<file path="config.mk">
export PLATFORM = sky130hd
export DESIGN_NAME = pap_top
export DESIGN_NICKNAME = d
export VERILOG_FILES = /design/src/common/pap_pkg.sv /design/src/common/pap_reg_if.sv /design/src/logic/pap_axil.sv /design/src/logic/pap_decode.sv /design/src/logic/pap_top.sv
export VERILOG_INCLUDE_DIRS = /design/src /design/src/common
export SDC_FILE = /design/constraint.sdc
export NUM_CORES = 1
export LEC_CHECK = 0
export BUFFER_PORTS_ARGS = -buffer_cell sky130_fd_sc_hd__buf_2
export CORE_MARGIN = 3
export CORE_UTILIZATION = 38
export DETAILED_ROUTE_END_ITERATION = 8
export PLACE_DENSITY = 0.74
export SLEW_MARGIN = 10
export SYNTH_ARGS = -nofsm -noshare
export SYNTH_HDL_FRONTEND = slang
export SYNTH_SLANG_ARGS = --single-unit
</file>
<file path="constraint.sdc">
create_clock -name mclk -period 1.7 [get_ports mclk]
set_input_delay 0 -clock mclk [delete_from_list [all_inputs] [get_ports mclk]]
set_output_delay 0 -clock mclk [all_outputs]
set_load 0.05 [all_outputs]
</file>
<file path="src/common/pap_map.svh">
// register offsets, field positions and reset values of the port A pin block
`ifndef PAP_MAP_SVH
`define PAP_MAP_SVH

`define PAP_OFF_LEVELS     8'h00
`define PAP_OFF_LATCH      8'h04
`define PAP_OFF_DIR        8'h08
`define PAP_OFF_CFG        8'h0C

`define PAP_RST_LATCH      6'h00
`define PAP_RST_DIR        6'h3F
`define PAP_RST_CFG        6'h00
`define PAP_RST_PU         1'b0

`define PAP_ANALOG_PIN_SELECT_DIG_FROM  4'h7
`define PAP_ANALOG_PIN_SELECT_TOP       4'h6
`define PAP_BIT_VCFG0      4
`define PAP_BIT_VCFG1      5
`define PAP_PIN_VREF_NEG   2
`define PAP_PIN_VREF_POS   3
`define PAP_PIN_TMR0       4
`define PAP_BIT_PU_HI      7
`define PAP_BIT_PU_LO      6

`define PAP_RESP_OKAY      2'h0
`define PAP_RESP_SLVERR    2'h2

`endif

</file>
<file path="src/common/pap_pkg.sv">
// types shared by the port A pin block
`default_nettype none
`include "pap_map.svh"
package pap_pkg;
    typedef enum logic [2:0] {
        PAP_SEL_LEVELS = 3'h0,
        PAP_SEL_LATCH  = 3'h1,
        PAP_SEL_DIR    = 3'h2,
        PAP_SEL_CFG    = 3'h3,
        PAP_SEL_NONE   = 3'h4
    } pap_sel_t;

    typedef enum logic [0:0] {
        PAP_CH_IDLE = 1'b0,
        PAP_CH_RESP = 1'b1
    } pap_chan_t;

    // address decode used by both the write and the read path
    function automatic pap_sel_t pap_decode(input logic [7:0] addr);
        pap_sel_t s;
        s = PAP_SEL_NONE;
        if (addr == `PAP_OFF_LEVELS) begin
            s = PAP_SEL_LEVELS;
        end else if (addr == `PAP_OFF_LATCH) begin
            s = PAP_SEL_LATCH;
        end else if (addr == `PAP_OFF_DIR) begin
            s = PAP_SEL_DIR;
        end else if (addr == `PAP_OFF_CFG) begin
            s = PAP_SEL_CFG;
        end
        return s;
    endfunction
endpackage
`default_nettype wire

</file>
<file path="src/common/pap_reg_if.sv">
// register access strobes between the bus slave and the pin logic
`default_nettype none
interface pap_reg_if;
    logic        wr_en;
    logic [7:0]  wr_addr;
    logic [31:0] wr_data;
    logic [3:0]  wr_strb;
    logic        wr_ok;
    logic        rd_en;
    logic [7:0]  rd_addr;
    logic [31:0] rd_data;
    logic        rd_ok;

    modport slave (output wr_en, wr_addr, wr_data, wr_strb, rd_en, rd_addr,
                   input wr_ok, rd_data, rd_ok);
    modport regs  (input wr_en, wr_addr, wr_data, wr_strb, rd_en, rd_addr,
                   output wr_ok, rd_data, rd_ok);
endinterface
`default_nettype wire

</file>
<file path="src/logic/pap_axil.sv">
// axi4-lite slave front end turning bus transfers into register strobes
`default_nettype none
`include "pap_map.svh"
module pap_axil (
    input  wire logic        mclk,
    input  wire logic        rst_n,
    input  wire logic [7:0]  awaddr,
    input  wire logic        awvalid,
    output logic             awready,
    input  wire logic [31:0] wdata,
    input  wire logic [3:0]  wstrb,
    input  wire logic        wvalid,
    output logic             wready,
    output logic [1:0]       bresp,
    output logic             bvalid,
    input  wire logic        bready,
    input  wire logic [7:0]  araddr,
    input  wire logic        arvalid,
    output logic             arready,
    output logic [31:0]      rdata,
    output logic [1:0]       rresp,
    output logic             rvalid,
    input  wire logic        rready,
    pap_reg_if.slave         rif
);
    logic             aw_held_reg;
    logic             w_held_reg;
    logic             ar_held_reg;
    pap_pkg::pap_chan_t wst_reg;

    // write fires once both address and data are held, one cycle after the later one
    assign rif.wr_en = aw_held_reg && w_held_reg && (wst_reg == pap_pkg::PAP_CH_IDLE);
    assign rif.rd_en = ar_held_reg && !rvalid;

    // write address and data are taken in either order
    always_ff @(posedge mclk) begin
        if (!rst_n) begin
            aw_held_reg <= 1'b0;
            w_held_reg  <= 1'b0;
            awready     <= 1'b1;
            wready      <= 1'b1;
            rif.wr_addr <= 8'h00;
            rif.wr_data <= 32'h0000_0000;
            rif.wr_strb <= 4'h0;
        end else begin
            if (awvalid && awready) begin
                aw_held_reg <= 1'b1;
                awready     <= 1'b0;
                rif.wr_addr <= awaddr;
            end
            if (wvalid && wready) begin
                w_held_reg  <= 1'b1;
                wready      <= 1'b0;
                rif.wr_data <= wdata;
                rif.wr_strb <= wstrb;
            end
            if (rif.wr_en) begin
                aw_held_reg <= 1'b0;
                w_held_reg  <= 1'b0;
            end
            if (bvalid && bready) begin
                awready <= 1'b1;
                wready  <= 1'b1;
            end
        end
    end

    // write response; ready stays low until the response is taken
    always_ff @(posedge mclk) begin
        if (!rst_n) begin
            wst_reg <= pap_pkg::PAP_CH_IDLE;
            bvalid  <= 1'b0;
            bresp   <= `PAP_RESP_OKAY;
        end else begin
            case (wst_reg)
                pap_pkg::PAP_CH_IDLE: begin
                    if (rif.wr_en) begin
                        wst_reg <= pap_pkg::PAP_CH_RESP;
                        bvalid  <= 1'b1;
                        bresp   <= rif.wr_ok ? `PAP_RESP_OKAY : `PAP_RESP_SLVERR;
                    end
                end
                pap_pkg::PAP_CH_RESP: begin
                    if (bready) begin
                        wst_reg <= pap_pkg::PAP_CH_IDLE;
                        bvalid  <= 1'b0;
                    end
                end
                default: wst_reg <= pap_pkg::PAP_CH_IDLE;
            endcase
        end
    end

    // read channel: address taken, data returned on the next edge
    always_ff @(posedge mclk) begin
        if (!rst_n) begin
            ar_held_reg <= 1'b0;
            arready     <= 1'b1;
            rvalid      <= 1'b0;
            rdata       <= 32'h0000_0000;
            rresp       <= `PAP_RESP_OKAY;
            rif.rd_addr <= 8'h00;
        end else begin
            if (arvalid && arready) begin
                ar_held_reg <= 1'b1;
                arready     <= 1'b0;
                rif.rd_addr <= araddr;
            end
            if (rif.rd_en) begin
                ar_held_reg <= 1'b0;
                rvalid      <= 1'b1;
                rdata       <= rif.rd_data;
                rresp       <= rif.rd_ok ? `PAP_RESP_OKAY : `PAP_RESP_SLVERR;
            end
            if (rvalid && rready) begin
                rvalid  <= 1'b0;
                arready <= 1'b1;
            end
        end
    end
endmodule
`default_nettype wire

</file>
<file path="src/logic/pap_decode.sv">
// converter pin configuration decode into analog and reference selects
`default_nettype none
`include "pap_map.svh"
module pap_decode (
    input  wire logic [5:0] cfg,
    output logic [4:0]      analog_ch,
    output logic            vref_neg_sel,
    output logic            vref_pos_sel
);
    // analog_pin_select below the all-digital code makes channels 0..(6-code) analog
    function automatic logic [4:0] pap_ch_mask(input logic [3:0] sel);
        logic [4:0] m;
        m = 5'h00;
        for (int k = 0; k < 5; k++) begin
            if ((sel < `PAP_ANALOG_PIN_SELECT_DIG_FROM) && (4'(k) <= (`PAP_ANALOG_PIN_SELECT_TOP - sel))) begin
                m[k] = 1'b1;
            end
        end
        return m;
    endfunction

    // reference_source_select bits route pins 2 and 3 to the references
    always_comb begin
        analog_ch    = pap_ch_mask(cfg[3:0]);
        vref_neg_sel = cfg[`PAP_BIT_VCFG1];
        vref_pos_sel = cfg[`PAP_BIT_VCFG0];
    end
endmodule
`default_nettype wire

</file>
<file path="src/logic/pap_top.sv">
// six-bit port A pin control with register file on axi4-lite
`default_nettype none
`include "pap_map.svh"
module pap_top #(
    parameter bit HAS_PORT_J = 1'b1
) (
    input  wire logic        mclk,
    input  wire logic        rst_n,
    input  wire logic [7:0]  s_axi_awaddr,
    input  wire logic        s_axi_awvalid,
    output logic             s_axi_awready,
    input  wire logic [31:0] s_axi_wdata,
    input  wire logic [3:0]  s_axi_wstrb,
    input  wire logic        s_axi_wvalid,
    output logic             s_axi_wready,
    output logic [1:0]       s_axi_bresp,
    output logic             s_axi_bvalid,
    input  wire logic        s_axi_bready,
    input  wire logic [7:0]  s_axi_araddr,
    input  wire logic        s_axi_arvalid,
    output logic             s_axi_arready,
    output logic [31:0]      s_axi_rdata,
    output logic [1:0]       s_axi_rresp,
    output logic             s_axi_rvalid,
    input  wire logic        s_axi_rready,
    input  wire logic [5:0]  pad_in,
    output logic [5:0]       pad_out,
    output logic [5:0]       pad_oe,
    input  wire logic        net_led_first_en,
    input  wire logic        net_led_first,
    input  wire logic        net_led_second_en,
    input  wire logic        net_led_second,
    input  wire logic        comparator_reference_output_en,
    input  wire logic        comparator_pos_input_en,
    output logic             timer0_external_clock,
    output logic [4:0]       analog_ch_sel,
    output logic             vref_neg_sel,
    output logic             vref_pos_sel,
    output logic             port_j_pullup_enable,
    output logic             port_d_pullup_enable,
    output logic             port_e_pullup_enable
);
    pap_reg_if rif ();

    logic [5:0]        latch_reg;
    logic [5:0]        dir_reg;
    logic [5:0]        cfg_reg;
    logic [5:0]        level_reg;
    logic              pu_j_reg;
    logic              pu_d_reg;
    logic              pu_e_reg;
    logic [4:0]        analog_ch;
    logic              vref_neg;
    logic              vref_pos;
    logic [5:0]        analog_pin;
    logic [5:0]        input_off;
    logic [5:0]        drive_off;
    logic [5:0]        out_next;
    pap_pkg::pap_sel_t wr_sel;
    pap_pkg::pap_sel_t rd_sel;
    logic              wr_lane0;

    pap_axil u_axil (
        .mclk    (mclk),
        .rst_n   (rst_n),
        .awaddr  (s_axi_awaddr),
        .awvalid (s_axi_awvalid),
        .awready (s_axi_awready),
        .wdata   (s_axi_wdata),
        .wstrb   (s_axi_wstrb),
        .wvalid  (s_axi_wvalid),
        .wready  (s_axi_wready),
        .bresp   (s_axi_bresp),
        .bvalid  (s_axi_bvalid),
        .bready  (s_axi_bready),
        .araddr  (s_axi_araddr),
        .arvalid (s_axi_arvalid),
        .arready (s_axi_arready),
        .rdata   (s_axi_rdata),
        .rresp   (s_axi_rresp),
        .rvalid  (s_axi_rvalid),
        .rready  (s_axi_rready),
        .rif     (rif)
    );

    pap_decode u_decode (
        .cfg          (cfg_reg),
        .analog_ch    (analog_ch),
        .vref_neg_sel (vref_neg),
        .vref_pos_sel (vref_pos)
    );

    // register selects; only byte lane 0 carries implemented bits
    assign wr_sel     = pap_pkg::pap_decode(rif.wr_addr);
    assign rd_sel     = pap_pkg::pap_decode(rif.rd_addr);
    assign wr_lane0   = rif.wr_en && rif.wr_strb[0];
    assign rif.wr_ok  = (wr_sel != pap_pkg::PAP_SEL_NONE);
    assign rif.rd_ok  = (rd_sel != pap_pkg::PAP_SEL_NONE);

    // channel map: pins 0-3 are channels 0-3, pin 4 has no analog use, pin 5 is channel 4
    always_comb begin
        analog_pin    = {analog_ch[4], 1'b0, analog_ch[3:0]};
        analog_pin[`PAP_PIN_VREF_NEG] = analog_ch[2] | vref_neg | comparator_pos_input_en;
        analog_pin[`PAP_PIN_VREF_POS] = analog_ch[3] | vref_pos;
        input_off     = analog_pin;
        input_off[`PAP_PIN_VREF_NEG] = analog_pin[`PAP_PIN_VREF_NEG] | comparator_reference_output_en;
        drive_off     = dir_reg;
        drive_off[`PAP_PIN_VREF_NEG] = dir_reg[`PAP_PIN_VREF_NEG] | comparator_reference_output_en;
    end

    // output data: latch, with the led signals taking priority on bits 0 and 1 when dir_reg makes those pins outputs
    always_comb begin
        out_next = latch_reg;
        if (net_led_first_en && !dir_reg[0]) begin
            out_next[0] = net_led_first;
        end
        if (net_led_second_en && !dir_reg[1]) begin
            out_next[1] = net_led_second;
        end
    end

    // pad drive is registered so the pins never see decode glitches
    always_ff @(posedge mclk) begin
        if (!rst_n) begin
            pad_out <= `PAP_RST_LATCH;
            pad_oe  <= 6'h00;
        end else begin
            pad_out <= out_next;
            pad_oe  <= ~drive_off;
        end
    end

    // pin sampling; analog pins read zero so a floating analog level never leaks in
    always_ff @(posedge mclk) begin
        if (!rst_n) begin
            level_reg <= 6'h00;
        end else begin
            level_reg <= pad_in & ~input_off;
        end
    end

    // timer 0 clock taken straight from pin 4, direction plays no part
    always_ff @(posedge mclk) begin
        if (!rst_n) begin
            timer0_external_clock <= 1'b0;
        end else begin
            timer0_external_clock <= pad_in[`PAP_PIN_TMR0];
        end
    end

    // analog and reference routing toward the converter and comparator
    always_ff @(posedge mclk) begin
        if (!rst_n) begin
            analog_ch_sel <= 5'h00;
            vref_neg_sel  <= 1'b0;
            vref_pos_sel  <= 1'b0;
        end else begin
            analog_ch_sel <= analog_ch;
            vref_neg_sel  <= vref_neg;
            vref_pos_sel  <= vref_pos;
        end
    end

    // output latch; a levels write lands here as well
    always_ff @(posedge mclk) begin
        if (!rst_n) begin
            latch_reg <= `PAP_RST_LATCH;
        end else if (wr_lane0 && ((wr_sel == pap_pkg::PAP_SEL_LATCH) ||
                                  (wr_sel == pap_pkg::PAP_SEL_LEVELS))) begin
            latch_reg <= rif.wr_data[5:0];
        end
    end

    // direction and converter configuration; both reset so analog pins start as inputs
    always_ff @(posedge mclk) begin
        if (!rst_n) begin
            dir_reg <= `PAP_RST_DIR;
            cfg_reg <= `PAP_RST_CFG;
        end else if (wr_lane0 && (wr_sel == pap_pkg::PAP_SEL_DIR)) begin
            dir_reg <= rif.wr_data[5:0];
        end else if (wr_lane0 && (wr_sel == pap_pkg::PAP_SEL_CFG)) begin
            cfg_reg <= rif.wr_data[5:0];
        end
    end

    // pull-up enables for the other ports ride in spare latch and levels bits
    always_ff @(posedge mclk) begin
        if (!rst_n) begin
            pu_d_reg <= `PAP_RST_PU;
            pu_e_reg <= `PAP_RST_PU;
            pu_j_reg <= `PAP_RST_PU;
        end else begin
            if (wr_lane0 && (wr_sel == pap_pkg::PAP_SEL_LATCH)) begin
                pu_d_reg <= rif.wr_data[`PAP_BIT_PU_HI];
                pu_e_reg <= rif.wr_data[`PAP_BIT_PU_LO];
            end
            if (wr_lane0 && (wr_sel == pap_pkg::PAP_SEL_LEVELS)) begin
                pu_j_reg <= HAS_PORT_J & rif.wr_data[`PAP_BIT_PU_HI];
            end
        end
    end

    // the pull-up levels leave through their own flops
    always_ff @(posedge mclk) begin
        if (!rst_n) begin
            port_j_pullup_enable <= `PAP_RST_PU;
            port_d_pullup_enable <= `PAP_RST_PU;
            port_e_pullup_enable <= `PAP_RST_PU;
        end else begin
            port_j_pullup_enable <= pu_j_reg;
            port_d_pullup_enable <= pu_d_reg;
            port_e_pullup_enable <= pu_e_reg;
        end
    end

    // read mux; missing bits and unmapped words return zero
    always_comb begin
        rif.rd_data = 32'h0000_0000;
        if (rd_sel == pap_pkg::PAP_SEL_LEVELS) begin
            rif.rd_data[7:0] = {HAS_PORT_J & pu_j_reg, 1'b0, level_reg};
        end else if (rd_sel == pap_pkg::PAP_SEL_LATCH) begin
            rif.rd_data[7:0] = {pu_d_reg, pu_e_reg, latch_reg};
        end else if (rd_sel == pap_pkg::PAP_SEL_DIR) begin
            rif.rd_data[7:0] = {2'b00, dir_reg};
        end else if (rd_sel == pap_pkg::PAP_SEL_CFG) begin
            rif.rd_data[7:0] = {2'b00, cfg_reg};
        end
    end
endmodule
`default_nettype wire

</file>
==> out/qor.yml <==
status: "finished with violations"
violations: "negative setup slack"
max-slew-margin-rel: 0.471
setup_violations: 2
fill_cells: 829
reg2reg_from: "u_axil.rif.wr_addr[0]"
die_area_mm2: 0.0108
initial_core_util: 0.393
pwr-share-seq: 0.522
ios: 135
synth_warnings: 0
ff2ff_path_depth: 5
synth_edf_count: 0
finalInstanceArea_mm2: 0.00492
wl_per_cell_um: 13.2
grt_use_met3: 0.0349
antenna_found_initial: 0
p_sw_mw: 1.22
drive_above_1_share: 0.271
grt.total_usage: 0.163
core_area_mm2: 0.00924
area_growth_syn_to_layout_pct: 35.6
hold_depth: 4
netSwitchingFraction: 0.277
grt_remaining_overflow: 0
viasPerCell: 4.59
final_common_cell: "dfxtp_1"
clk_latency_ns: 0.37
power_mw: 4.40
io_buffer_count: 81
diodes: 0
ys.flop_type: "dfxtp_1"
vias: 3055
ys_seq_elements: 93
clockRootBuffer: "clkbuf_8"
fin_skew_ns: 0.00857
p_int_mw: 3.18
syn_area_per_cell_um2: 9.28
layout_common_cells: "dfxtp_1, buf_2, nand2_1"
final_cells: 665
globalRouteMet2Util: 0.295
gp_congestion: 0.793
placed_cells: 596
ir_worst_vdd_mv: 0.412
rsz0062_at_grt: "yes"
dpl.hpwl_um: 5900
start_kind: "flip-flop"
slew_violations: 0
drtIter0Drc: 122
hp-start: "net_led_first_en"
grt_busiest_layer: "met2"
grt_pass1_vias: 2995
crit_required_ns: 2.00
yosysSeqAreaShare: 0.513
use_met1: 0.184
numClockSinks: 93
syn_inst: 391
placed_area_mm2: 0.00414
rrSetupSlack_ns: -0.02
yosysUniqueCellTypes: 41
cap_violations: 0
cts_buffers: 9
min_to: "pad_out[0]"
min_period_over_period: 1.01
drc: 0
fp.dieW_um: 104
critPathMaxFanout: 6
clk_pin_slew_ns: 0.09
cp.arrival_ns: 2.01
wirelength_um: 8760
rows: 35
drtAntennaViolNets: 0
tns_ns: -0.0210
fmax_mhz: 583
syn_area_mm2: 0.00363
pwr-share-clk: 0.338
p_leak_nw: 2.13
setup_ws_ns: -0.0153
r2r_end: "pu_j_reg"
min_period_ns: 1.72
cts_tree: "built"
ctsLongestPathBuffers: 2
async_reset_ff_frac: 0
grt_pass1_wl_um: 14000
dieHeight_um: 104
tightest_slew_ns: 0.790
power_density_mw_per_mm2: 894
endpoint_kind: "flip-flop"
first_pass_iters: 5
grt_max_degree: 43
htreeDepth: 3
p_comb_frac: 0.141
path_class: "flip-flop to flip-flop"
hp-class: "input pin to flip-flop"
hold_violations: 0
layout.nets: 606
[routing by layer]
metal | vias up | wire, um
li1 | 1543 | -
met1 | 1418 | 3730
met2 | 83 | 4530
met3 | 11 | 346
met4 | 0 | 157
met5 | - | 0
[worst max-delay path: stages, from the launching register on]
cell and delay, ns:
dfxtp_1 0.32, or4_4 0.60, nor4_4 0.24, buf_6 0.17, nor2b_4 0.14, mux2i_1 0.18
[per-stage QoR]
step | hold WS (ns) | worst slack [ns] | utilization
after floorplan | 0.0768 | -0.00462 | -
after global placement | 0.184 | -0.0335 | 0.448
after detailed placement | 0.191 | -0.0760 | 0.448
after CTS | 0.0333 | -0.0884 | 0.527
after global routing | 0.0517 | -0.0642 | 0.533
final | 0.0418 | -0.0153 | 0.533
[worst max-delay path by stage]
stage | from | to | slack (ns) | cells after the start
after global placement | u_axil.rif.wr_addr[7] | cfg_reg[0] | -0.03 | 4
after detailed placement | u_axil.rif.wr_addr[7] | cfg_reg[1] | -0.08 | 4
final | u_axil.rif.wr_addr[0] | pu_j_reg | -0.02 | 5
after global routing | u_axil.rif.wr_addr[7] | pu_j_reg | -0.06 | 5
after CTS | u_axil.rif.wr_addr[0] | cfg_reg[4] | -0.09 | 4
after floorplan | u_axil.rif.wr_addr[7] | cfg_reg[4] | -0.005 | 5
[power groups by stage]
stage | Combinational (mW) | Clock, mW | Sequential, mW
floorplan | 0.360 | 0 | 2.41
global placement | 0.510 | 0 | 2.34
detailed placement | 0.518 | 0 | 2.34
CTS | 0.615 | 1.53 | 2.29
global route | 0.664 | 1.63 | 2.31
finish | 0.619 | 1.49 | 2.30
[final cells by class]
type,instances,area [um2],share of cell area
Sequential cell,93,1860,0.379
Multi-Input combinational cell,265,1590,0.323
Timing Repair Buffer,147,1050,0.213
Tap cell,129,161,0.0328
Clock buffer,11,141,0.0287
Clock inverter,5,60.1,0.0122
Inverter,15,56.3,0.0114
[cell families (layout without fill, tap and decap cells)]
group                      count (synthesis)  in the layout  share of synthesized area
other                                      1             26                    0.00103
adders and majority gates                  4              4                     0.0138
DFF                                       93             93                      0.513
muxes                                     17             17                     0.0676
and+or+nand+nor                          151            152                      0.201
AOI/OAI and AO/OA                         66             66                      0.113
buffers and inverters                     59            178                     0.0903
[cells in the mapped netlist (all sizes together) (2+ instances only)]
master  number  area, um2
clkbuf      15       56.3
and2         6       37.5
nor2        18       67.6
inv         14       52.6
nor4         2       42.5
nand2       80        303
mux4         6        135
a22o         7       61.3
nor3         5       25.0
or4          3       30.0
nand3b       2       15.0
buf         29        215
nand3       19        105
dfxtp       93       1860
a21oi       35        175
nand2b       4       25.0
o21ai       15       97.6
nor2b        7       43.8
mux2i       11        110
a211oi       3       22.5
ha           4       50.1
[what timing repair did]
item,4_1_cts,5_1_grt
cloned,1,1
setup buffers,1,1
gates resized for setup,5,16
pin swaps,5,8
endpoints found under the setup margin,13,29
endpoints found under the hold margin,40,0
hold buffers,50,0
Power figures use the tool's default switching activity.
